--- src/core/sspg_map.vh ---
`ifndef SSPG_MAP_VH
`define SSPG_MAP_VH

// time base
`define SSPG_CLK_NS      32'h0000000a
`define SSPG_MS_NS       32'h000f4240

// strap pin levels as delivered by the pin sensing logic
`define SSPG_LVL_LOW     2'h0
`define SSPG_LVL_OPEN    2'h1
`define SSPG_LVL_HIGH    2'h2
`define SSPG_LVL_RES     2'h3

// input undervoltage lockout threshold selections
`define SSPG_INPUT_UNDERVOLTAGE_LOCKOUT_4V5    2'h0
`define SSPG_INPUT_UNDERVOLTAGE_LOCKOUT_5V5    2'h1
`define SSPG_INPUT_UNDERVOLTAGE_LOCKOUT_7V5    2'h2

// time values in milliseconds
`define SSPG_MS_0        8'h00
`define SSPG_MS_2        8'h02
`define SSPG_MS_5        8'h05
`define SSPG_MS_10       8'h0a
`define SSPG_MS_20       8'h14
`define SSPG_MIN_DLY_MS  8'h02
`define SSPG_INIT_MS     8'h05

// resistor code table layout
`define SSPG_RES_CODES   5'h1e
`define SSPG_RES_PER_GRP 5'h03
`define SSPG_GRP_END_4V5 5'h02
`define SSPG_GRP_END_5V5 5'h06

// output good defaults after reset
`define SSPG_PG_DLY_RST  8'h01
`define SSPG_WIN_HI_RST  8'h0f
`define SSPG_WIN_LO_RST  8'h0a
`define SSPG_PCT_FULL    8'h64

`endif

--- src/core/sspg_ramp.v ---
`timescale 1ns/1ns

module sspg_ramp #(
    parameter VW = 12
) (
    // clock and reset
    input  wire          clk,
    input  wire          nrst,
    // control
    input  wire          start,
    input  wire          clear,
    input  wire [VW-1:0] nominal,
    input  wire [31:0]   total,
    // result
    output reg  [VW-1:0] ref_reg,
    output reg           done_reg
);

    reg  [31:0] acc_reg;
    reg  [31:0] elapsed_reg;
    reg         busy_reg;
    wire [32:0] acc_sum;
    wire [31:0] elapsed_inc;

    assign acc_sum     = {1'b0, acc_reg} + {{(33-VW){1'b0}}, nominal};
    assign elapsed_inc = elapsed_reg + 32'h00000001;

    // rate accumulator, at most one lsb up per cycle until the last cycle sets nominal, never down
    always @(posedge clk or negedge nrst) begin
        if (!nrst) begin
            ref_reg     <= {VW{1'b0}};
            done_reg    <= 1'b0;
            busy_reg    <= 1'b0;
            acc_reg     <= 32'h00000000;
            elapsed_reg <= 32'h00000000;
        end else if (clear) begin
            ref_reg     <= {VW{1'b0}};
            done_reg    <= 1'b0;
            busy_reg    <= 1'b0;
        end else if (start) begin
            acc_reg     <= 32'h00000000;
            elapsed_reg <= 32'h00000000;
            if (total == 32'h00000000) begin
                ref_reg  <= nominal;
                done_reg <= 1'b1;
            end else begin
                ref_reg  <= {VW{1'b0}};
                busy_reg <= 1'b1;
                done_reg <= 1'b0; // no stale completion from an earlier ramp
            end
        end else if (busy_reg) begin
            elapsed_reg <= elapsed_inc;
            if (elapsed_inc >= total) begin
                ref_reg  <= nominal;
                busy_reg <= 1'b0;
                done_reg <= 1'b1;
            end else if (acc_sum >= {1'b0, total}) begin
                ref_reg <= ref_reg + {{(VW-1){1'b0}}, 1'b1};
                acc_reg <= acc_sum[31:0] - total;
            end else begin
                acc_reg <= acc_sum[31:0];
            end
        end
    end

endmodule

--- src/core/sspg_strap_dec.v ---
`timescale 1ns/1ns
`include "sspg_map.vh"

module sspg_strap_dec (
    // sensed strap
    input  wire [1:0] level,
    input  wire [4:0] code,
    // decoded settings
    output reg  [7:0] dly_ms,
    output reg  [7:0] ramp_ms,
    output reg  [1:0] input_undervoltage_lockout_sel
);

    reg [4:0] grp;
    reg [4:0] pos;

    // three-level and resistor code lookup
    always @* begin
        grp      = code / `SSPG_RES_PER_GRP;
        pos      = code - grp * `SSPG_RES_PER_GRP;
        dly_ms   = `SSPG_MS_5;
        ramp_ms  = `SSPG_MS_5;
        input_undervoltage_lockout_sel = `SSPG_INPUT_UNDERVOLTAGE_LOCKOUT_7V5;
        case (level)
            `SSPG_LVL_LOW: begin
                dly_ms  = `SSPG_MS_2;
                ramp_ms = `SSPG_MS_2;
            end
            `SSPG_LVL_OPEN: begin
                dly_ms  = `SSPG_MS_5;
                ramp_ms = `SSPG_MS_5;
            end
            `SSPG_LVL_HIGH: begin
                dly_ms  = `SSPG_MS_10;
                ramp_ms = `SSPG_MS_10;
            end
            default: begin
                if (code < `SSPG_RES_CODES) begin
                    // delay cycles fastest through 5/10/20
                    case (pos)
                        5'h00:   dly_ms = `SSPG_MS_5;
                        5'h01:   dly_ms = `SSPG_MS_10;
                        default: dly_ms = `SSPG_MS_20;
                    endcase
                    // ramp changes every three codes
                    case (grp)
                        5'h00, 5'h03, 5'h07: ramp_ms = `SSPG_MS_5;
                        5'h01, 5'h04, 5'h08: ramp_ms = `SSPG_MS_10;
                        5'h02, 5'h06:        ramp_ms = `SSPG_MS_2;
                        default:             ramp_ms = `SSPG_MS_20;
                    endcase
                    // threshold by code band
                    if (grp < `SSPG_GRP_END_4V5)
                        input_undervoltage_lockout_sel = `SSPG_INPUT_UNDERVOLTAGE_LOCKOUT_4V5;
                    else if (grp < `SSPG_GRP_END_5V5)
                        input_undervoltage_lockout_sel = `SSPG_INPUT_UNDERVOLTAGE_LOCKOUT_5V5;
                    else
                        input_undervoltage_lockout_sel = `SSPG_INPUT_UNDERVOLTAGE_LOCKOUT_7V5;
                end
            end
        endcase
    end

endmodule

--- src/core/sspg_top.v ---
`timescale 1ns/1ns
`include "sspg_map.vh"

// Operation
// - delay timer starts on turn-on request; the ramp starts only when it expires, and dropping the request returns to idle.
// - after the delay, the target ramps monotonically to nominal over ramp time.
// - three-level strap low/open/high gives 2, 5 or 10 ms delay and ramp.
// - every three-level strap setting selects the 7.5 V lockout threshold.
// - resistor code picks delay 5/10/20 cycling fastest, ramp by groups of three.
// - resistor code band selects lockout threshold 4.5, 5.5 or 7.5 V.
// - strap sampled only at initialisation or reload; later changes ignored.
// - serial writes override delay and ramp times over strap values.
// - zero delay still waits the two millisecond minimum delay.
// - zero ramp time steps the target straight to nominal.
// - precise option bit runs the delay timer with reduced delay variation.
// - output good needs output inside the window and no active fault.
// - window resets to +15/-10 percent; both limits writable.
// - flag asserts only after conditions hold for the whole good delay.
// - output good delay resets to 1 ms and is writable.
// - turn-on delays below 2 ms become 2 ms; longer ones are honoured.
// - during the memory check turn-on request and bus writes are ignored.
module sspg_top #(
    parameter [31:0] CYC_PER_MS = `SSPG_MS_NS / `SSPG_CLK_NS,
    parameter        VW         = 12
) (
    // clock and reset
    input  wire          CORE_CLK,
    input  wire          NRST,
    // turn-on request pin
    input  wire          EN_PIN,
    // strap sensing
    input  wire [1:0]    STRAP_LEVEL,
    input  wire [4:0]    STRAP_CODE,
    // serial interface commands and writes
    input  wire          RELOAD,
    input  wire          DLY_WR,
    input  wire [7:0]    DLY_DATA,
    input  wire          RAMP_WR,
    input  wire [7:0]    RAMP_DATA,
    input  wire          PG_DLY_WR,
    input  wire [7:0]    PG_DLY_DATA,
    input  wire          WIN_WR,
    input  wire [7:0]    WIN_HI_DATA,
    input  wire [7:0]    WIN_LO_DATA,
    input  wire          PRECISE_EN,
    // regulation loop
    input  wire [VW-1:0] VNOM,
    input  wire [VW-1:0] VOUT_MEAS,
    input  wire          FAULT,
    // outputs
    output wire [VW-1:0] VREF_OUT,
    output reg           OUTPUT_GOOD_FLAG,
    output reg  [1:0]    INPUT_UNDERVOLTAGE_LOCKOUT_SEL,
    output reg  [7:0]    DLY_MS_OUT,
    output reg  [7:0]    RAMP_MS_OUT,
    output reg           READY,
    output reg  [2:0]    SEQ_STATE
);

    localparam [2:0] ST_INIT  = 3'h0;
    localparam [2:0] ST_IDLE  = 3'h1;
    localparam [2:0] ST_DELAY = 3'h2;
    localparam [2:0] ST_RAMP  = 3'h3;
    localparam [2:0] ST_ON    = 3'h4;
    localparam       MW       = VW + 10;

    // pin synchroniser and filtered level
    reg          en_s1_reg;
    reg          en_s2_reg;
    reg          en_s3_reg;
    reg          en_reg;
    // millisecond time base
    reg  [31:0]  pre_reg;
    wire         ms_tick;
    wire         pre_restart;
    // sequencer
    reg  [2:0]   state_reg;
    reg  [2:0]   state_next;
    reg  [7:0]   cnt_reg;
    reg  [7:0]   cnt_next;
    reg          ramp_go;
    reg          ramp_clr;
    reg          latch_strap;
    // configuration
    reg  [7:0]   strap_dly_reg;
    reg  [7:0]   strap_ramp_reg;
    reg  [7:0]   ovr_dly_reg;
    reg  [7:0]   ovr_ramp_reg;
    reg          ovr_dly_vld_reg;
    reg          ovr_ramp_vld_reg;
    reg  [7:0]   pg_dly_reg;
    reg  [7:0]   win_hi_reg;
    reg  [7:0]   win_lo_reg;
    wire [7:0]   dec_dly;
    wire [7:0]   dec_ramp;
    wire [1:0]   dec_input_undervoltage_lockout;
    wire [7:0]   cfg_dly;
    wire [7:0]   eff_dly;
    wire [7:0]   eff_ramp;
    wire [31:0]  ramp_tot;
    wire         bus_open;
    wire         ramp_done;
    // output good
    reg  [31:0]  pg_cnt_reg;
    wire [31:0]  pg_tot;
    wire [8:0]   hi_pct;
    wire [7:0]   lo_pct;
    wire [MW-1:0] meas_sc;
    wire [MW-1:0] hi_lim;
    wire [MW-1:0] lo_lim;
    wire         in_window;
    wire         pg_cond;

    // three flops; a change counts once second and third agree
    always @(posedge CORE_CLK or negedge NRST) begin
        if (!NRST) begin
            en_s1_reg <= 1'b0;
            en_s2_reg <= 1'b0;
            en_s3_reg <= 1'b0;
            en_reg    <= 1'b0;
        end else begin
            en_s1_reg <= EN_PIN;
            en_s2_reg <= en_s1_reg;
            en_s3_reg <= en_s2_reg;
            if (en_s2_reg == en_s3_reg)
                en_reg <= en_s3_reg;
        end
    end

    // free running prescaler; precise mode realigns it at turn-on
    assign pre_restart = PRECISE_EN && (state_reg == ST_IDLE) && en_reg;
    assign ms_tick     = (pre_reg == CYC_PER_MS - 32'h00000001);

    always @(posedge CORE_CLK or negedge NRST) begin
        if (!NRST)
            pre_reg <= 32'h00000000;
        else if (pre_restart || ms_tick)
            pre_reg <= 32'h00000000;
        else
            pre_reg <= pre_reg + 32'h00000001;
    end

    // strap decoder
    sspg_strap_dec u_dec (
        .level    (STRAP_LEVEL),
        .code     (STRAP_CODE),
        .dly_ms   (dec_dly),
        .ramp_ms  (dec_ramp),
        .input_undervoltage_lockout_sel (dec_input_undervoltage_lockout)
    );

    // effective delay and ramp selection
    assign cfg_dly  = ovr_dly_vld_reg ? ovr_dly_reg : strap_dly_reg;
    assign eff_dly  = (cfg_dly < `SSPG_MIN_DLY_MS) ? `SSPG_MIN_DLY_MS : cfg_dly;
    assign eff_ramp = ovr_ramp_vld_reg ? ovr_ramp_reg : strap_ramp_reg;
    assign ramp_tot = {24'h000000, eff_ramp} * CYC_PER_MS;
    assign bus_open = (state_reg != ST_INIT);

    // sequencer next state
    always @* begin
        state_next  = state_reg;
        cnt_next    = cnt_reg;
        ramp_go     = 1'b0;
        ramp_clr    = 1'b0;
        latch_strap = 1'b0;
        case (state_reg)
            ST_INIT: begin
                // request ignored while the memory check runs
                if (cnt_reg == `SSPG_INIT_MS) begin
                    latch_strap = 1'b1;
                    cnt_next    = `SSPG_MS_0;
                    state_next  = ST_IDLE;
                end else if (ms_tick) begin
                    cnt_next = cnt_reg + 8'h01;
                end
            end
            ST_IDLE: begin
                if (en_reg) begin
                    cnt_next   = `SSPG_MS_0;
                    state_next = ST_DELAY;
                end
            end
            ST_DELAY: begin
                if (!en_reg) begin
                    state_next = ST_IDLE;
                end else if (cnt_reg == eff_dly) begin
                    ramp_go    = 1'b1;
                    state_next = ST_RAMP;
                end else if (ms_tick) begin
                    cnt_next = cnt_reg + 8'h01;
                end
            end
            ST_RAMP: begin
                if (!en_reg) begin
                    ramp_clr   = 1'b1;
                    state_next = ST_IDLE;
                end else if (ramp_done) begin
                    state_next = ST_ON;
                end
            end
            ST_ON: begin
                if (!en_reg) begin
                    ramp_clr   = 1'b1;
                    state_next = ST_IDLE;
                end
            end
            default: begin
                ramp_clr   = 1'b1;
                cnt_next   = `SSPG_MS_0;
                state_next = ST_INIT;
            end
        endcase
        // reload reruns the memory check and strap sampling
        if (RELOAD && bus_open) begin
            ramp_clr   = 1'b1;
            cnt_next   = `SSPG_MS_0;
            state_next = ST_INIT;
        end
    end

    always @(posedge CORE_CLK or negedge NRST) begin
        if (!NRST) begin
            state_reg <= ST_INIT;
            cnt_reg   <= `SSPG_MS_0;
        end else begin
            state_reg <= state_next;
            cnt_reg   <= cnt_next;
        end
    end

    // strap latch, taken only at the end of initialisation
    always @(posedge CORE_CLK or negedge NRST) begin
        if (!NRST) begin
            strap_dly_reg  <= `SSPG_MS_5;
            strap_ramp_reg <= `SSPG_MS_5;
            INPUT_UNDERVOLTAGE_LOCKOUT_SEL       <= `SSPG_INPUT_UNDERVOLTAGE_LOCKOUT_7V5;
        end else if (latch_strap) begin
            strap_dly_reg  <= dec_dly;
            strap_ramp_reg <= dec_ramp;
            INPUT_UNDERVOLTAGE_LOCKOUT_SEL       <= dec_input_undervoltage_lockout;
        end
    end

    // serial overrides and output good settings
    always @(posedge CORE_CLK or negedge NRST) begin
        if (!NRST) begin
            ovr_dly_reg      <= `SSPG_MS_0;
            ovr_ramp_reg     <= `SSPG_MS_0;
            ovr_dly_vld_reg  <= 1'b0;
            ovr_ramp_vld_reg <= 1'b0;
            pg_dly_reg       <= `SSPG_PG_DLY_RST;
            win_hi_reg       <= `SSPG_WIN_HI_RST;
            win_lo_reg       <= `SSPG_WIN_LO_RST;
        end else if (bus_open) begin
            if (RELOAD) begin
                ovr_dly_vld_reg  <= 1'b0;
                ovr_ramp_vld_reg <= 1'b0;
            end else begin
                if (DLY_WR) begin
                    ovr_dly_reg     <= DLY_DATA;
                    ovr_dly_vld_reg <= 1'b1;
                end
                if (RAMP_WR) begin
                    ovr_ramp_reg     <= RAMP_DATA;
                    ovr_ramp_vld_reg <= 1'b1;
                end
                if (PG_DLY_WR)
                    pg_dly_reg <= PG_DLY_DATA;
                if (WIN_WR) begin
                    win_hi_reg <= WIN_HI_DATA;
                    win_lo_reg <= WIN_LO_DATA;
                end
            end
        end
    end

    // reference ramp generator
    sspg_ramp #(
        .VW (VW)
    ) u_ramp (
        .clk      (CORE_CLK),
        .nrst     (NRST),
        .start    (ramp_go),
        .clear    (ramp_clr),
        .nominal  (VNOM),
        .total    (ramp_tot),
        .ref_reg  (VREF_OUT),
        .done_reg (ramp_done)
    );

    // tolerance window, compared in percent without division
    assign hi_pct    = {1'b0, `SSPG_PCT_FULL} + {1'b0, win_hi_reg};
    assign lo_pct    = (win_lo_reg >= `SSPG_PCT_FULL) ? 8'h00 :
                       (`SSPG_PCT_FULL - win_lo_reg);
    assign meas_sc   = {{(MW-VW){1'b0}}, VOUT_MEAS} * {{(MW-8){1'b0}}, `SSPG_PCT_FULL};
    assign hi_lim    = {{(MW-VW){1'b0}}, VNOM} * {{(MW-9){1'b0}}, hi_pct};
    assign lo_lim    = {{(MW-VW){1'b0}}, VNOM} * {{(MW-8){1'b0}}, lo_pct};
    assign in_window = (meas_sc <= hi_lim) && (meas_sc >= lo_lim);
    assign pg_cond   = (state_reg == ST_ON) && in_window && !FAULT;
    assign pg_tot    = {24'h000000, pg_dly_reg} * CYC_PER_MS;

    // good flag after a full uninterrupted delay
    always @(posedge CORE_CLK or negedge NRST) begin
        if (!NRST) begin
            pg_cnt_reg       <= 32'h00000000;
            OUTPUT_GOOD_FLAG <= 1'b0;
        end else if (!pg_cond) begin
            pg_cnt_reg       <= 32'h00000000;
            OUTPUT_GOOD_FLAG <= 1'b0;
        end else if (pg_cnt_reg >= pg_tot) begin
            OUTPUT_GOOD_FLAG <= 1'b1;
        end else begin
            pg_cnt_reg <= pg_cnt_reg + 32'h00000001;
        end
    end

    // status outputs
    always @(posedge CORE_CLK or negedge NRST) begin
        if (!NRST) begin
            DLY_MS_OUT  <= `SSPG_MS_0;
            RAMP_MS_OUT <= `SSPG_MS_0;
            READY       <= 1'b0;
            SEQ_STATE   <= ST_INIT;
        end else begin
            DLY_MS_OUT  <= eff_dly;
            RAMP_MS_OUT <= eff_ramp;
            READY       <= (state_next != ST_INIT);
            SEQ_STATE   <= state_next;
        end
    end

endmodule
--- config.mk ---
export PLATFORM = sky130hd
export DESIGN_NAME = sspg_top
export DESIGN_NICKNAME = d
export VERILOG_FILES = /design/src/core/sspg_ramp.v /design/src/core/sspg_strap_dec.v /design/src/core/sspg_top.v
export VERILOG_INCLUDE_DIRS = /design/src /design/src/core
export SDC_FILE = /design/constraint.sdc
export NUM_CORES = 1
export LEC_CHECK = 0
export BUFFER_PORTS_ARGS = -buffer_cell sky130_fd_sc_hd__buf_4
export CORE_ASPECT_RATIO = 1.2
export CORE_MARGIN = 2
export CORE_UTILIZATION = 35
export DETAILED_ROUTE_END_ITERATION = 16
export PLACE_DENSITY_LB_ADDON = 0.05
export SYNTH_ARGS = -nofsm -noshare
export SYNTH_HDL_FRONTEND = slang
export SYNTH_SLANG_ARGS = --single-unit
--- constraint.sdc ---
create_clock -name CORE_CLK -period 17 [get_ports CORE_CLK]
set_input_delay 0.85 -clock CORE_CLK [delete_from_list [all_inputs] [get_ports CORE_CLK]]
set_output_delay 0.85 -clock CORE_CLK [all_outputs]
set_load 0.05 [all_outputs]
==> tab_implementation.tex, run 1 <==
\begin{tabular}{lr}
\hline
Metric & Value \\
\hline
\multicolumn{2}{l}{\textbf{Clocking}} \\
Root buf cell & sky130\_fd\_sc\_hd\_\_clkbuf\_16 \\
Latest clock arrival within the worst-skew pair & 0.57 ns \\
Buffers from clock root to sink, at most & 3 \\
Deepest level of the CTS H-tree & 2 \\
Buffer count from post-CTS setup fixing & 0 \\
Gates resized, CTS repair & 0 \\
Number of buffers added to fix hold violations after cts & 0 \\
Clock edge transition at the registers on the reported setup and hold paths & 0.06 ns \\
Clock tree from TritonCTS & yes \\
Number of clock buffers inserted by TritonCTS & 34 \\
Clk sink count & 229 \\
\multicolumn{2}{l}{\textbf{Synthesis}} \\
Fraction of synthesis flops using an asynchronous set or reset pin & 1.00 \\
Post-Synthesis Cells & 2,934 \\
Avg Synthesized Cell Area & 8.89 sq um \\
Fraction of the yosys area taken by sequential cells & 0.220 \\
Syn. warnings & 0 \\
Number of synthesized flops with an enable pin & 0 \\
Yosys cell types & 86 \\
Syn Std Cell Area & 0.0261 sq mm \\
Cell types with the largest area share after synthesis & sky130\_fd\_sc\_hd\_\_dfrtp\_1, sky130\_fd\_sc\_hd\_\_ha\_1, sky130\_fd\_sc\_hd\_\_fa\_1, sky130\_fd\_sc\_hd\_\_inv\_1, sky130\_fd\_sc\_hd\_\_xnor2\_1 \\
Ys flop type & sky130\_fd\_sc\_hd\_\_dfrtp\_1 \\
\#FFs+latches synth & 229 \\
Synth area leader & sky130\_fd\_sc\_hd\_\_dfrtp\_1 \\
Fraction of post-synthesis cell area in the top cell type by area & 0.208 \\
\multicolumn{2}{l}{\textbf{Finish}} \\
Most frequent cells in the layout & sky130\_fd\_sc\_hd\_\_inv\_1, sky130\_fd\_sc\_hd\_\_ha\_1, sky130\_fd\_sc\_hd\_\_dfrtp\_1 \\
Layout cell share with drive strength beyond 1 & 0.0912 \\
Total of fill cells in the finished design & 7,517 \\
Net total in the final layout & 3,628 \\
Number of non-filler instances in the completed layout & 4,047 \\
Most common cell after layout, fill and taps aside & sky130\_fd\_sc\_hd\_\_inv\_1 \\
P\&R area growth vs syn & 12.0\% \\
\multicolumn{2}{l}{\textbf{Floorplan}} \\
Placeable core region & 0.0738 sq mm \\
Overall die height & 303 um \\
Horizontal extent of the die & 253 um \\
Placement Rows & 109 \\
Die ar. & 0.0767 sq mm \\
Top-level I/O count & 116 \\
Starting density of the core & 0.354 \\
\multicolumn{2}{l}{\textbf{Setup path}} \\
Kind of start point of the critical path & flop \\
Critical path type & reg2reg \\
Top delay family on crit path & adder cells \\
Count of buffer and inverter cells on the critical path & 3 \\
Top fanout value on the critical path & 33 \\
Required time of the critical path & 17.48 ns \\
Max incr delay on CP & 0.90 ns \\
Slowest CP cell & sky130\_fd\_sc\_hd\_\_xnor2\_1 \\
Kind of end point of the critical path & flop \\
Worst Path Arrival & 8.61 ns \\
Cell type with the highest occurrence count on the critical path & sky130\_fd\_sc\_hd\_\_a21oi\_1 \\
\multicolumn{2}{l}{\textbf{Drt}} \\
DR vias & 20,800 \\
Routed WL & 71.8 mm \\
Starting DRT DRC Count & 829 \\
Drt first pass iters & 4 \\
DRT antenna net count & 0 \\
Final routed DRC violation total & 0 \\
Routed via count divided by cell count & 5.14 \\
Average detailed-routed wire length per instance & 17.7 um \\
\multicolumn{2}{l}{\textbf{Run status}} \\
Run status & finished, final reports clean \\
\multicolumn{2}{l}{\textbf{Global route}} \\
GR Overflow Total & 0 \\
Pin count of the biggest net entering global routing & 93 \\
First-pass GRT wire length & 115 mm \\
Number of global-route vias before repair & 21,400 \\
Overall fraction of global-route tracks in use & 0.190 \\
Antenna violations before repair & 2 \\
\multicolumn{2}{l}{\textbf{Timing}} \\
Slew Limit Fails & 0 \\
Setup TNS after final layout & 0 ns \\
Setup violations, final & 0 \\
Final number of hold-violating endpoints & 0 \\
Clock skew & 0.0451 ns \\
F\_max & 123 MHz \\
Min cycle time layout & 8.13 ns \\
Transition at the pin with the smallest max-transition slack & 1.15 ns \\
Relative slew slack & 0.229 \\
Period utilisation layout & 0.478 \\
Unrepaired setup endpoints after global routing & false \\
\multicolumn{2}{l}{\textbf{Placement}} \\
Post-DP HPWL & 56.6 mm \\
Number of buffer cells added on primary ports & 115 \\
Final GP Congestion & 0.851 \\
Placed Instances & 3,985 \\
\multicolumn{2}{l}{\textbf{Flow run}} \\
Number of max-cap violations & 0 \\
\multicolumn{2}{l}{\textbf{Worst hold path}} \\
Type of the most critical hold path & in2async \\
\hline
\end{tabular}
worst register-to-register path, delay by kind of cell (launching register included):
kind            cells  cell delay, ns
xor+xnor            2            1.01
compound gates     11            1.96
fa+ha+maj           7            2.77
buf+inv             3            0.40
flops               1            0.72
simple gates        5            1.22
cells in the mapped netlist, types with 77 or more instances:
cell	n
sky130_fd_sc_hd__a21oi_1	137
sky130_fd_sc_hd__and2_1	139
sky130_fd_sc_hd__clkbuf_1	80
sky130_fd_sc_hd__dfrtp_1	217
sky130_fd_sc_hd__fa_1	167
sky130_fd_sc_hd__ha_1	358
sky130_fd_sc_hd__inv_1	388
sky130_fd_sc_hd__nand2_1	198
sky130_fd_sc_hd__nor2_1	190
sky130_fd_sc_hd__o21ai_0	130
sky130_fd_sc_hd__xnor2_1	119
sky130_fd_sc_hd__xor2_1	77
final cells by class:
cell class,count,area (sq um),share of cell area
repair buffers,134,1010,0.0347
diodes,1,2.50,0.0000857
inverters,388,1460,0.0499
well taps,999,1250,0.0428
clock buffers,45,932,0.0319
flip-flops and latches,229,5750,0.197
multi-input cells,2235,18600,0.635
clock inverters,16,258,0.00882
per-stage QoR:
step / worst slack (ns) / instance area [sq um] / hold slack, ns / utilization
CTS: 8.87 / 29200 / 0.345 / 0.396
detailed placement: 8.87 / 28000 / 0.362 / 0.380
global route: 8.29 / 29200 / 0.353 / 0.396
global placement: 8.96 / 28000 / 0.374 / 0.380
finish: 8.87 / 29200 / 0.346 / 0.396
floorplan: 9.91 / 26100 / 0.331 / -
metal layers:
| layer | track usage | wire (um) |
|---|---|---|
| met3 | 0.0235 | 2150 |
| met5 | 0 | 0 |
| met4 | 0.0485 | 1520 |
| met1 | 0.229 | 31000 |
| met2 | 0.354 | 37200 |
worst paths after layout:
check                                                from  cells after the start  slack, ns                         end
worst max-delay path            win_hi_reg[2]$_DFFE_PN1P_                     28       8.87  pg_cnt_reg[10]$_DFFE_PN0P_
worst min-delay path                                 NRST                      1       0.35   win_hi_reg[6]$_DFFE_PN0P_
worst max register to register  win_hi_reg[2]$_DFFE_PN1P_                     28       8.87  pg_cnt_reg[10]$_DFFE_PN0P_
worst min register to register        en_s1_reg$_DFF_PN0_                      0       0.38         en_s2_reg$_DFF_PN0_
max in group asynchronous                            NRST                      2      15.15    RAMP_MS_OUT[5]$_DFF_PN0_
min in group CORE_CLK                              EN_PIN                      1       0.38         en_s1_reg$_DFF_PN0_
cells by family (layout without fill, tap and decap cells):
family	after synthesis	count (layout)	synth area share
simple gates	879	879	0.174
compound gates	562	562	0.144
fa+ha+maj	526	526	0.300
flops	229	229	0.220
other cells	2	13	0.000288
xor+xnor	196	196	0.0658
buf+inv	480	583	0.0703
mux	60	60	0.0253
Power of run 1 is not shown: default switching activity piles up to over one toggle a cycle in this logic, so the estimate is an artifact.
==> inputs of run 2 (changes only) <==
==> constraint.sdc (replaced) <==
create_clock -name CORE_CLK -period 8 [get_ports CORE_CLK]
set_input_delay 0.4 -clock CORE_CLK [delete_from_list [all_inputs] [get_ports CORE_CLK]]
set_output_delay 0.4 -clock CORE_CLK [all_outputs]
set_load 0.05 [all_outputs]
==> run 2 against run 1 <==
Against the previous run:
- first-iteration DRC count up 11%
- largest cell class unchanged
- utilization rose by 0.65 points
- worst setup slack worse by 8.4 ns
- flip-flop and latch count unchanged
- final cell count is 1.4% higher
- sequential share of layout area down 0.30 points
- highest routed layer unchanged
- critical endpoint is now pg_cnt_reg[23]$_DFFE_PN0P_
- critical path type unchanged
- global-route usage rose by 0.41 points
==> tab_implementation.tex, run 2 (synthesis results as in run 1) <==
\begin{tabular}{lr}
\hline
Metric & Value \\
\hline
\multicolumn{2}{l}{\textbf{Run status}} \\
Run status & finished, final reports clean (unchanged) \\
\multicolumn{2}{l}{\textbf{Clocking}} \\
Clk sink count & 229 (unchanged) \\
Clock edge transition at the registers on the reported setup and hold paths & 0.06 ns (about the same) \\
Clock tree from TritonCTS & yes (unchanged) \\
Buffer count from post-CTS setup fixing & 0 (unchanged) \\
Latest clock arrival within the worst-skew pair & 0.62 ns (was 0.57 ns) \\
Deepest level of the CTS H-tree & 1 (was 2) \\
Buffers from clock root to sink, at most & 3 (unchanged) \\
Root buf cell & sky130\_fd\_sc\_hd\_\_clkbuf\_16 (unchanged) \\
Number of clock buffers inserted by TritonCTS & 31 (was 34) \\
\multicolumn{2}{l}{\textbf{Global route}} \\
Number of global-route vias before repair & 22,200 (was 21,400) \\
Overall fraction of global-route tracks in use & 0.194 (was 0.190) \\
First-pass GRT wire length & 119 mm (was 115 mm) \\
Pin count of the biggest net entering global routing & 104 (was 93) \\
Antenna violations before repair & 1 (was 2) \\
GR Overflow Total & 0 (unchanged) \\
\multicolumn{2}{l}{\textbf{Floorplan}} \\
Top-level I/O count & 116 (unchanged) \\
Placeable core region & 0.0738 sq mm (unchanged) \\
Overall die height & 303 um (unchanged) \\
Horizontal extent of the die & 253 um (unchanged) \\
Starting density of the core & 0.354 (unchanged) \\
Placement Rows & 109 (unchanged) \\
Die ar. & 0.0767 sq mm (unchanged) \\
\multicolumn{2}{l}{\textbf{Timing}} \\
Worst slack on hold paths & 0.0421 ns (was 0.346 ns) \\
Relative slew slack & 0.346 (was 0.229) \\
Clock skew & 0.0283 ns (was 0.0451 ns) \\
Setup violations, final & 0 (unchanged) \\
Setup TNS after final layout & 0 ns (unchanged) \\
Transition at the pin with the smallest max-transition slack & 0.982 ns (was 1.15 ns) \\
Min cycle time layout & 7.51 ns (was 8.13 ns) \\
Final number of hold-violating endpoints & 0 (unchanged) \\
F\_max & 133 MHz (was 123 MHz) \\
Unrepaired setup endpoints after global routing & false (unchanged) \\
Period utilisation layout & 0.938 (was 0.478) \\
Slew Limit Fails & 0 (unchanged) \\
\multicolumn{2}{l}{\textbf{Setup path}} \\
Top fanout value on the critical path & 33 (unchanged) \\
Critical path origin & win\_lo\_reg[0]\$\_DFFE\_PN0P\_ (was win\_hi\_reg[2]\$\_DFFE\_PN1P\_) \\
Kind of end point of the critical path & flop (unchanged) \\
Reg2reg path depth & 28 (unchanged) \\
Cell type with the highest occurrence count on the critical path & sky130\_fd\_sc\_hd\_\_inv\_1 (was sky130\_fd\_sc\_hd\_\_a21oi\_1) \\
Required time of the critical path & 8.48 ns (was 17.48 ns) \\
Worst Path Arrival & 7.98 ns (was 8.61 ns) \\
Kind of start point of the critical path & flop (unchanged) \\
Critical path type & reg2reg (unchanged) \\
Max incr delay on CP & 0.56 ns (was 0.90 ns) \\
Slowest CP cell & sky130\_fd\_sc\_hd\_\_fa\_1 (was sky130\_fd\_sc\_hd\_\_xnor2\_1) \\
Startpoint of the worst-slack reg-to-reg timing path & win\_lo\_reg[0]\$\_DFFE\_PN0P\_ (was win\_hi\_reg[2]\$\_DFFE\_PN1P\_) \\
\multicolumn{2}{l}{\textbf{Worst hold path}} \\
Type of the most critical hold path & in2reg (was in2async) \\
Worst hold path cell count & 2 \\
Worst Hold Launch & PG\_DLY\_DATA[4] \\
\multicolumn{2}{l}{\textbf{Drt}} \\
Final routed DRC violation total & 0 (unchanged) \\
Starting DRT DRC Count & 917 (was 829) \\
Routed via count divided by cell count & 5.12 (was 5.14) \\
DR vias & 21,000 (was 20,800) \\
Drt first pass iters & 7 (was 4) \\
Average detailed-routed wire length per instance & 17.8 um (was 17.7 um) \\
DRT antenna net count & 0 (unchanged) \\
Routed WL & 73.0 mm (was 71.8 mm) \\
\multicolumn{2}{l}{\textbf{Finish}} \\
Final Cell Area & 0.0297 sq mm (was 0.0292 sq mm) \\
Layout cell share with drive strength beyond 1 & 0.0992 (was 0.0912) \\
Most common cell after layout, fill and taps aside & sky130\_fd\_sc\_hd\_\_inv\_1 (unchanged) \\
P\&R area growth vs syn & 13.8\% (was 12.0\%) \\
Most frequent cells in the layout & sky130\_fd\_sc\_hd\_\_inv\_1, sky130\_fd\_sc\_hd\_\_ha\_1, sky130\_fd\_sc\_hd\_\_dfrtp\_1 (unchanged) \\
Net total in the final layout & 3,685 (was 3,628) \\
\multicolumn{2}{l}{\textbf{Placement}} \\
Final GP Congestion & 0.826 (was 0.851) \\
Cell area after placement & 0.0282 sq mm (was 0.0280 sq mm) \\
Post-DP HPWL & 57.0 mm (was 56.6 mm) \\
Number of buffer cells added on primary ports & 115 (unchanged) \\
\multicolumn{2}{l}{\textbf{Flow run}} \\
Number of max-cap violations & 0 (unchanged) \\
\hline
\end{tabular}
## run 2: worst paths after layout
kind | slack (ns) | endpoint
setup / recovery | 0.49 | pg_cnt_reg[23]$_DFFE_PN0P_
hold / removal | 0.04 | pg_dly_reg[4]$_DFFE_PN0P_
setup reg to reg | 0.49 | pg_cnt_reg[23]$_DFFE_PN0P_
hold reg to reg | 0.38 | en_s2_reg$_DFF_PN0_
max in group asynchronous | 5.98 | RAMP_MS_OUT[2]$_DFF_PN0_
min in group asynchronous | 0.42 | win_hi_reg[5]$_DFFE_PN0P_
## run 2: timing repair
| item | in CTS | in global routing |
|---|---|---|
| setup endpoints to repair | 0 | 33 |
| gates resized for setup | 0 | 10 |
| hold endpoints to repair | 124 | 0 |
| hold buffers | 35 | 0 |
## run 2: routing by layer
layer	up-vias	track usage	share of wire
li1	10300	-	-
met1	10300	0.239	0.44
met2	308	0.362	0.51
met3	75	0.0202	0.031
met4	0	0.0409	0.019
met5	-	0	0
## run 2: layout make-up
class | instances | area [sq um]
Tap cell | 999 | 1250
Inverter | 388 | 1460
Timing Repair Buffer | 194 | 1560
Antenna cell | 1 | 2.50
Clock inverter | 18 | 233
Sequential cell | 229 | 5750
Multi-Input combinational cell | 2235 | 18600
Fill cell | 7521 | 44100
Clock buffer | 40 | 860
## run 2: worst max-delay path, delay by kind of cell (launching register included)
kind	cells	cell delay [ns]
flip-flops	1	0.37
adder cells (fa/ha/maj)	7	2.87
XOR/XNOR	1	0.18
buffers and inverters	7	0.80
AO/OA/AOI/OAI	7	2.19
AND/OR/NAND/NOR	6	0.95
## run 2: through the flow
step,utilization,instances,worst slack (ns)
floorplan,-,2944,0.909
global placement,0.382,4010,0.517
detailed placement,0.382,4010,0.215
CTS,0.402,4103,0.195
global route,0.402,4103,0.0255
finish,0.402,4104,0.495
Power of run 2 is left out for the same reason.
==> inputs of run 3 (changes only) <==
--- a/config.mk
+++ b/config.mk
@@ -6,10 +6,12 @@
 export SDC_FILE = /design/constraint.sdc
 export NUM_CORES = 1
 export LEC_CHECK = 0
+export ABC_AREA = 1
 export BUFFER_PORTS_ARGS = -buffer_cell sky130_fd_sc_hd__buf_4
 export CORE_ASPECT_RATIO = 1.2
 export CORE_MARGIN = 2
-export CORE_UTILIZATION = 35
+export CORE_UTILIZATION = 43
+export CTS_BUF_LIST = sky130_fd_sc_hd__clkbuf_16
 export DETAILED_ROUTE_END_ITERATION = 16
 export PLACE_DENSITY_LB_ADDON = 0.05
 export SYNTH_ARGS = -nofsm -noshare
==> run 3 against run 2 <==
Against the previous run:
- synthesized cell count is 28% higher
- maximum frequency is 0.29% lower
- via count is 13% higher
==> tab_implementation.tex, run 3 <==
\begin{tabular}{lr}
\hline
Metric & Value \\
\hline
\multicolumn{2}{l}{\textbf{Synthesis}} \\
Syn. warnings & 0 (unchanged) \\
Syn Std Cell Area & 0.0276 sq mm (was 0.0261 sq mm) \\
Number of synthesized flops with an enable pin & 0 (unchanged) \\
Fraction of synthesis flops using an asynchronous set or reset pin & 1.00 (unchanged) \\
Yosys cell types & 60 (was 86) \\
Cell types with the largest area share after synthesis & sky130\_fd\_sc\_hd\_\_dfrtp\_1, sky130\_fd\_sc\_hd\_\_ha\_1, sky130\_fd\_sc\_hd\_\_fa\_1, sky130\_fd\_sc\_hd\_\_nand2\_1, sky130\_fd\_sc\_hd\_\_inv\_1 (was sky130\_fd\_sc\_hd\_\_dfrtp\_1, sky130\_fd\_sc\_hd\_\_ha\_1, sky130\_fd\_sc\_hd\_\_fa\_1, sky130\_fd\_sc\_hd\_\_inv\_1, sky130\_fd\_sc\_hd\_\_xnor2\_1) \\
Avg Synthesized Cell Area & 7.37 sq um (was 8.89 sq um) \\
Post-Synthesis Cells & 3,750 (was 2,934) \\
Fraction of post-synthesis cell area in the top cell type by area & 0.197 (was 0.208) \\
Fraction of the yosys area taken by sequential cells & 0.208 (was 0.220) \\
Synth area leader & sky130\_fd\_sc\_hd\_\_dfrtp\_1 (unchanged) \\
Top-count cell post-synth & sky130\_fd\_sc\_hd\_\_nand2\_1 (was sky130\_fd\_sc\_hd\_\_inv\_1) \\
Cell types with the highest counts after synthesis & sky130\_fd\_sc\_hd\_\_nand2\_1, sky130\_fd\_sc\_hd\_\_inv\_1, sky130\_fd\_sc\_hd\_\_nor2\_1, sky130\_fd\_sc\_hd\_\_ha\_1, sky130\_fd\_sc\_hd\_\_dfrtp\_1 (was sky130\_fd\_sc\_hd\_\_inv\_1, sky130\_fd\_sc\_hd\_\_ha\_1, sky130\_fd\_sc\_hd\_\_dfrtp\_1, sky130\_fd\_sc\_hd\_\_nand2\_1, sky130\_fd\_sc\_hd\_\_nor2\_1) \\
\#FFs+latches synth & 229 (unchanged) \\
Ys flop type & sky130\_fd\_sc\_hd\_\_dfrtp\_1 (unchanged) \\
\multicolumn{2}{l}{\textbf{Global route}} \\
GR Overflow Total & 0 (unchanged) \\
First-pass GRT wire length & 125 mm (was 119 mm) \\
Number of global-route vias before repair & 24,100 (was 22,200) \\
Antenna violations before repair & 0 (was 1) \\
Pin count of the biggest net entering global routing & 150 (was 104) \\
Overall fraction of global-route tracks in use & 0.233 (was 0.194) \\
\multicolumn{2}{l}{\textbf{Timing}} \\
Transition at the pin with the smallest max-transition slack & 1.02 ns (was 0.982 ns) \\
F\_max & 133 MHz (about the same) \\
Relative slew slack & 0.316 (was 0.346) \\
Slew Limit Fails & 0 (unchanged) \\
Setup violations, final & 0 (unchanged) \\
Min cycle time layout & 7.53 ns (was 7.51 ns) \\
Period utilisation layout & 0.941 (was 0.938) \\
Worst slack on hold paths & 0.0391 ns (was 0.0421 ns) \\
Final number of hold-violating endpoints & 0 (unchanged) \\
Clock skew & 0.0126 ns (was 0.0283 ns) \\
\multicolumn{2}{l}{\textbf{Setup path}} \\
Critical path type & reg2reg (unchanged) \\
Required time of the critical path & 8.52 ns (was 8.48 ns) \\
Slowest CP cell & sky130\_fd\_sc\_hd\_\_fa\_1 (unchanged) \\
Kind of end point of the critical path & flop (unchanged) \\
Top fanout value on the critical path & 10 (was 33) \\
Kind of start point of the critical path & flop (unchanged) \\
Max incr delay on CP & 0.54 ns (was 0.56 ns) \\
Worst Path Arrival & 8.05 ns (was 7.98 ns) \\
Cell type with the highest occurrence count on the critical path & sky130\_fd\_sc\_hd\_\_nand2\_1 (was sky130\_fd\_sc\_hd\_\_inv\_1) \\
\multicolumn{2}{l}{\textbf{Drt}} \\
Final routed DRC violation total & 0 (unchanged) \\
Routed via count divided by cell count & 5.04 (was 5.12) \\
Average detailed-routed wire length per instance & 16.1 um (was 17.8 um) \\
DRT antenna net count & 0 (unchanged) \\
Drt first pass iters & 5 (was 7) \\
DR vias & 23,800 (was 21,000) \\
Routed WL & 76.1 mm (was 73.0 mm) \\
Starting DRT DRC Count & 1,164 (was 917) \\
\multicolumn{2}{l}{\textbf{Floorplan}} \\
Placement Rows & 101 (was 109) \\
Overall die height & 282 um (was 303 um) \\
Placeable core region & 0.0634 sq mm (was 0.0738 sq mm) \\
Starting density of the core & 0.435 (was 0.354) \\
Horizontal extent of the die & 235 um (was 253 um) \\
Top-level I/O count & 116 (unchanged) \\
Die ar. & 0.0663 sq mm (was 0.0767 sq mm) \\
\multicolumn{2}{l}{\textbf{Run status}} \\
Run status & finished, final reports clean (unchanged) \\
\multicolumn{2}{l}{\textbf{Flow run}} \\
Number of max-cap violations & 0 (unchanged) \\
\multicolumn{2}{l}{\textbf{Clocking}} \\
Root buf cell & sky130\_fd\_sc\_hd\_\_clkbuf\_16 (unchanged) \\
Latest clock arrival within the worst-skew pair & 0.59 ns (was 0.62 ns) \\
Buffer count from post-CTS setup fixing & 0 (unchanged) \\
Clock tree from TritonCTS & yes (unchanged) \\
Clk sink count & 229 (unchanged) \\
Deepest level of the CTS H-tree & 1 (unchanged) \\
Number of clock buffers inserted by TritonCTS & 31 (unchanged) \\
Buffers from clock root to sink, at most & 3 (unchanged) \\
Clock edge transition at the registers on the reported setup and hold paths & 0.06 ns (about the same) \\
\multicolumn{2}{l}{\textbf{Pwr}} \\
Standby leakage power & 17.2 nW \\
Total power per unit cell area & 153 mW/mm\^{}2 \\
Power after layout & 4.67 mW \\
Worst ir drop on vdd & 0.154 mV \\
\multicolumn{2}{l}{\textbf{Placement}} \\
Post-DP HPWL & 61.1 mm (was 57.0 mm) \\
Number of buffer cells added on primary ports & 115 (unchanged) \\
Final GP Congestion & 0.894 (was 0.826) \\
Placed Instances & 4,661 (was 4,010) \\
\multicolumn{2}{l}{\textbf{Finish}} \\
Most common cell after layout, fill and taps aside & sky130\_fd\_sc\_hd\_\_nand2\_1 (was sky130\_fd\_sc\_hd\_\_inv\_1) \\
Net total in the final layout & 4,486 (was 3,685) \\
P\&R area growth vs syn & 10.5\% (was 13.8\%) \\
Number of non-filler instances in the completed layout & 4,727 (was 4,104) \\
Layout cell share with drive strength beyond 1 & 0.0810 (was 0.0992) \\
Most frequent cells in the layout & sky130\_fd\_sc\_hd\_\_nand2\_1, sky130\_fd\_sc\_hd\_\_inv\_1, sky130\_fd\_sc\_hd\_\_nor2\_1 (was sky130\_fd\_sc\_hd\_\_inv\_1, sky130\_fd\_sc\_hd\_\_ha\_1, sky130\_fd\_sc\_hd\_\_dfrtp\_1) \\
\multicolumn{2}{l}{\textbf{Worst hold path}} \\
Type of the most critical hold path & in2reg (unchanged) \\
\hline
\end{tabular}
[run 3: area by class of cell]
class	count	area, sq um
well taps	824	1030
fillers	6611	32900
diodes	1	2.50
repair buffers	140	1100
clock buffers	31	776
flip-flops and latches	229	5750
clock inverters	24	220
multi-input cells	2760	19000
inverters	718	2700
[run 3: critical path, delay by kind of cell (launching register included)]
| family | cells | cell delay (ns) |
|---|---|---|
| compound gates | 3 | 0.56 |
| xor+xnor | 1 | 0.17 |
| simple gates | 17 | 2.91 |
| fa+ha+maj | 7 | 2.84 |
| flops | 1 | 0.51 |
| buf+inv | 6 | 0.46 |
[run 3: logic make-up (layout without fill, tap and decap cells)]
kind of cell,Yosys count,in the layout,share of synthesized area
and+or+nand+nor,1608,1608,0.251
xor gates and xnor gates,155,155,0.0491
other,2,13,0.000272
muxes,31,31,0.0126
buffers and inverters,771,913,0.107
DFF,229,229,0.208
AOI/OAI and AO/OA,428,428,0.0881
adders and majority gates,526,526,0.284
[run 3: power by group]
group,switching [mW],total [mW],leakage (nW),internal [mW]
sequential,0.0132,1.19,2.80,1.18
clock,0.585,1.39,0.498,0.802
combinational,1.28,2.09,13.9,0.811
[run 3: path summary, 6_finish.rpt]
path                       cells past startpoint  slack, ns                          to                       from
max                                           34       0.47   pg_cnt_reg[1]$_DFFE_PN0P_  win_lo_reg[1]$_DFFE_PN1P_
min reg2reg                                    0       0.35         en_s2_reg$_DFF_PN0_        en_s1_reg$_DFF_PN0_
min in group asynchronous                      2       0.37   win_hi_reg[6]$_DFFE_PN0P_                       NRST
min                                            2       0.04  ovr_dly_reg[4]$_DFFE_PN0P_                DLY_DATA[4]
max reg2reg                                   34       0.47   pg_cnt_reg[1]$_DFFE_PN0P_  win_lo_reg[1]$_DFFE_PN1P_
max in group asynchronous                      3       6.29    RAMP_MS_OUT[1]$_DFF_PN0_                       NRST
[run 3: metrics by stage]
| stage | cell area [sq um] | TNS (ns) | util | setup slack (ns) |
|---|---|---|---|---|
| CTS | 30500 | 0 | 0.481 | 0.219 |
| global route | 30500 | -0.00626 | 0.481 | -0.00626 |
| detailed placement | 29400 | 0 | 0.464 | 0.261 |
| finish | 30500 | 0 | 0.481 | 0.473 |
| global placement | 29400 | 0 | 0.464 | 0.406 |
| floorplan | 27700 | 0 | - | 1.35 |
[run 3: routing by layer]
metal  up-vias  global-route usage  share of wire
li1      12200                   -              -
met3        96              0.0203          0.032
met1     11200               0.285           0.43
met5         -                   0              0
met2       312               0.438           0.52
met4         0              0.0590          0.024
[run 3: repair_timing]
item / in CTS / in global routing
setup endpoints to repair: 0 / 27
endpoints found under the hold margin: 82 / 0
hold buffers: 10 / 0
gates resized for setup: 0 / 1
No activity file was read; power rests on OpenSTA's default activity.
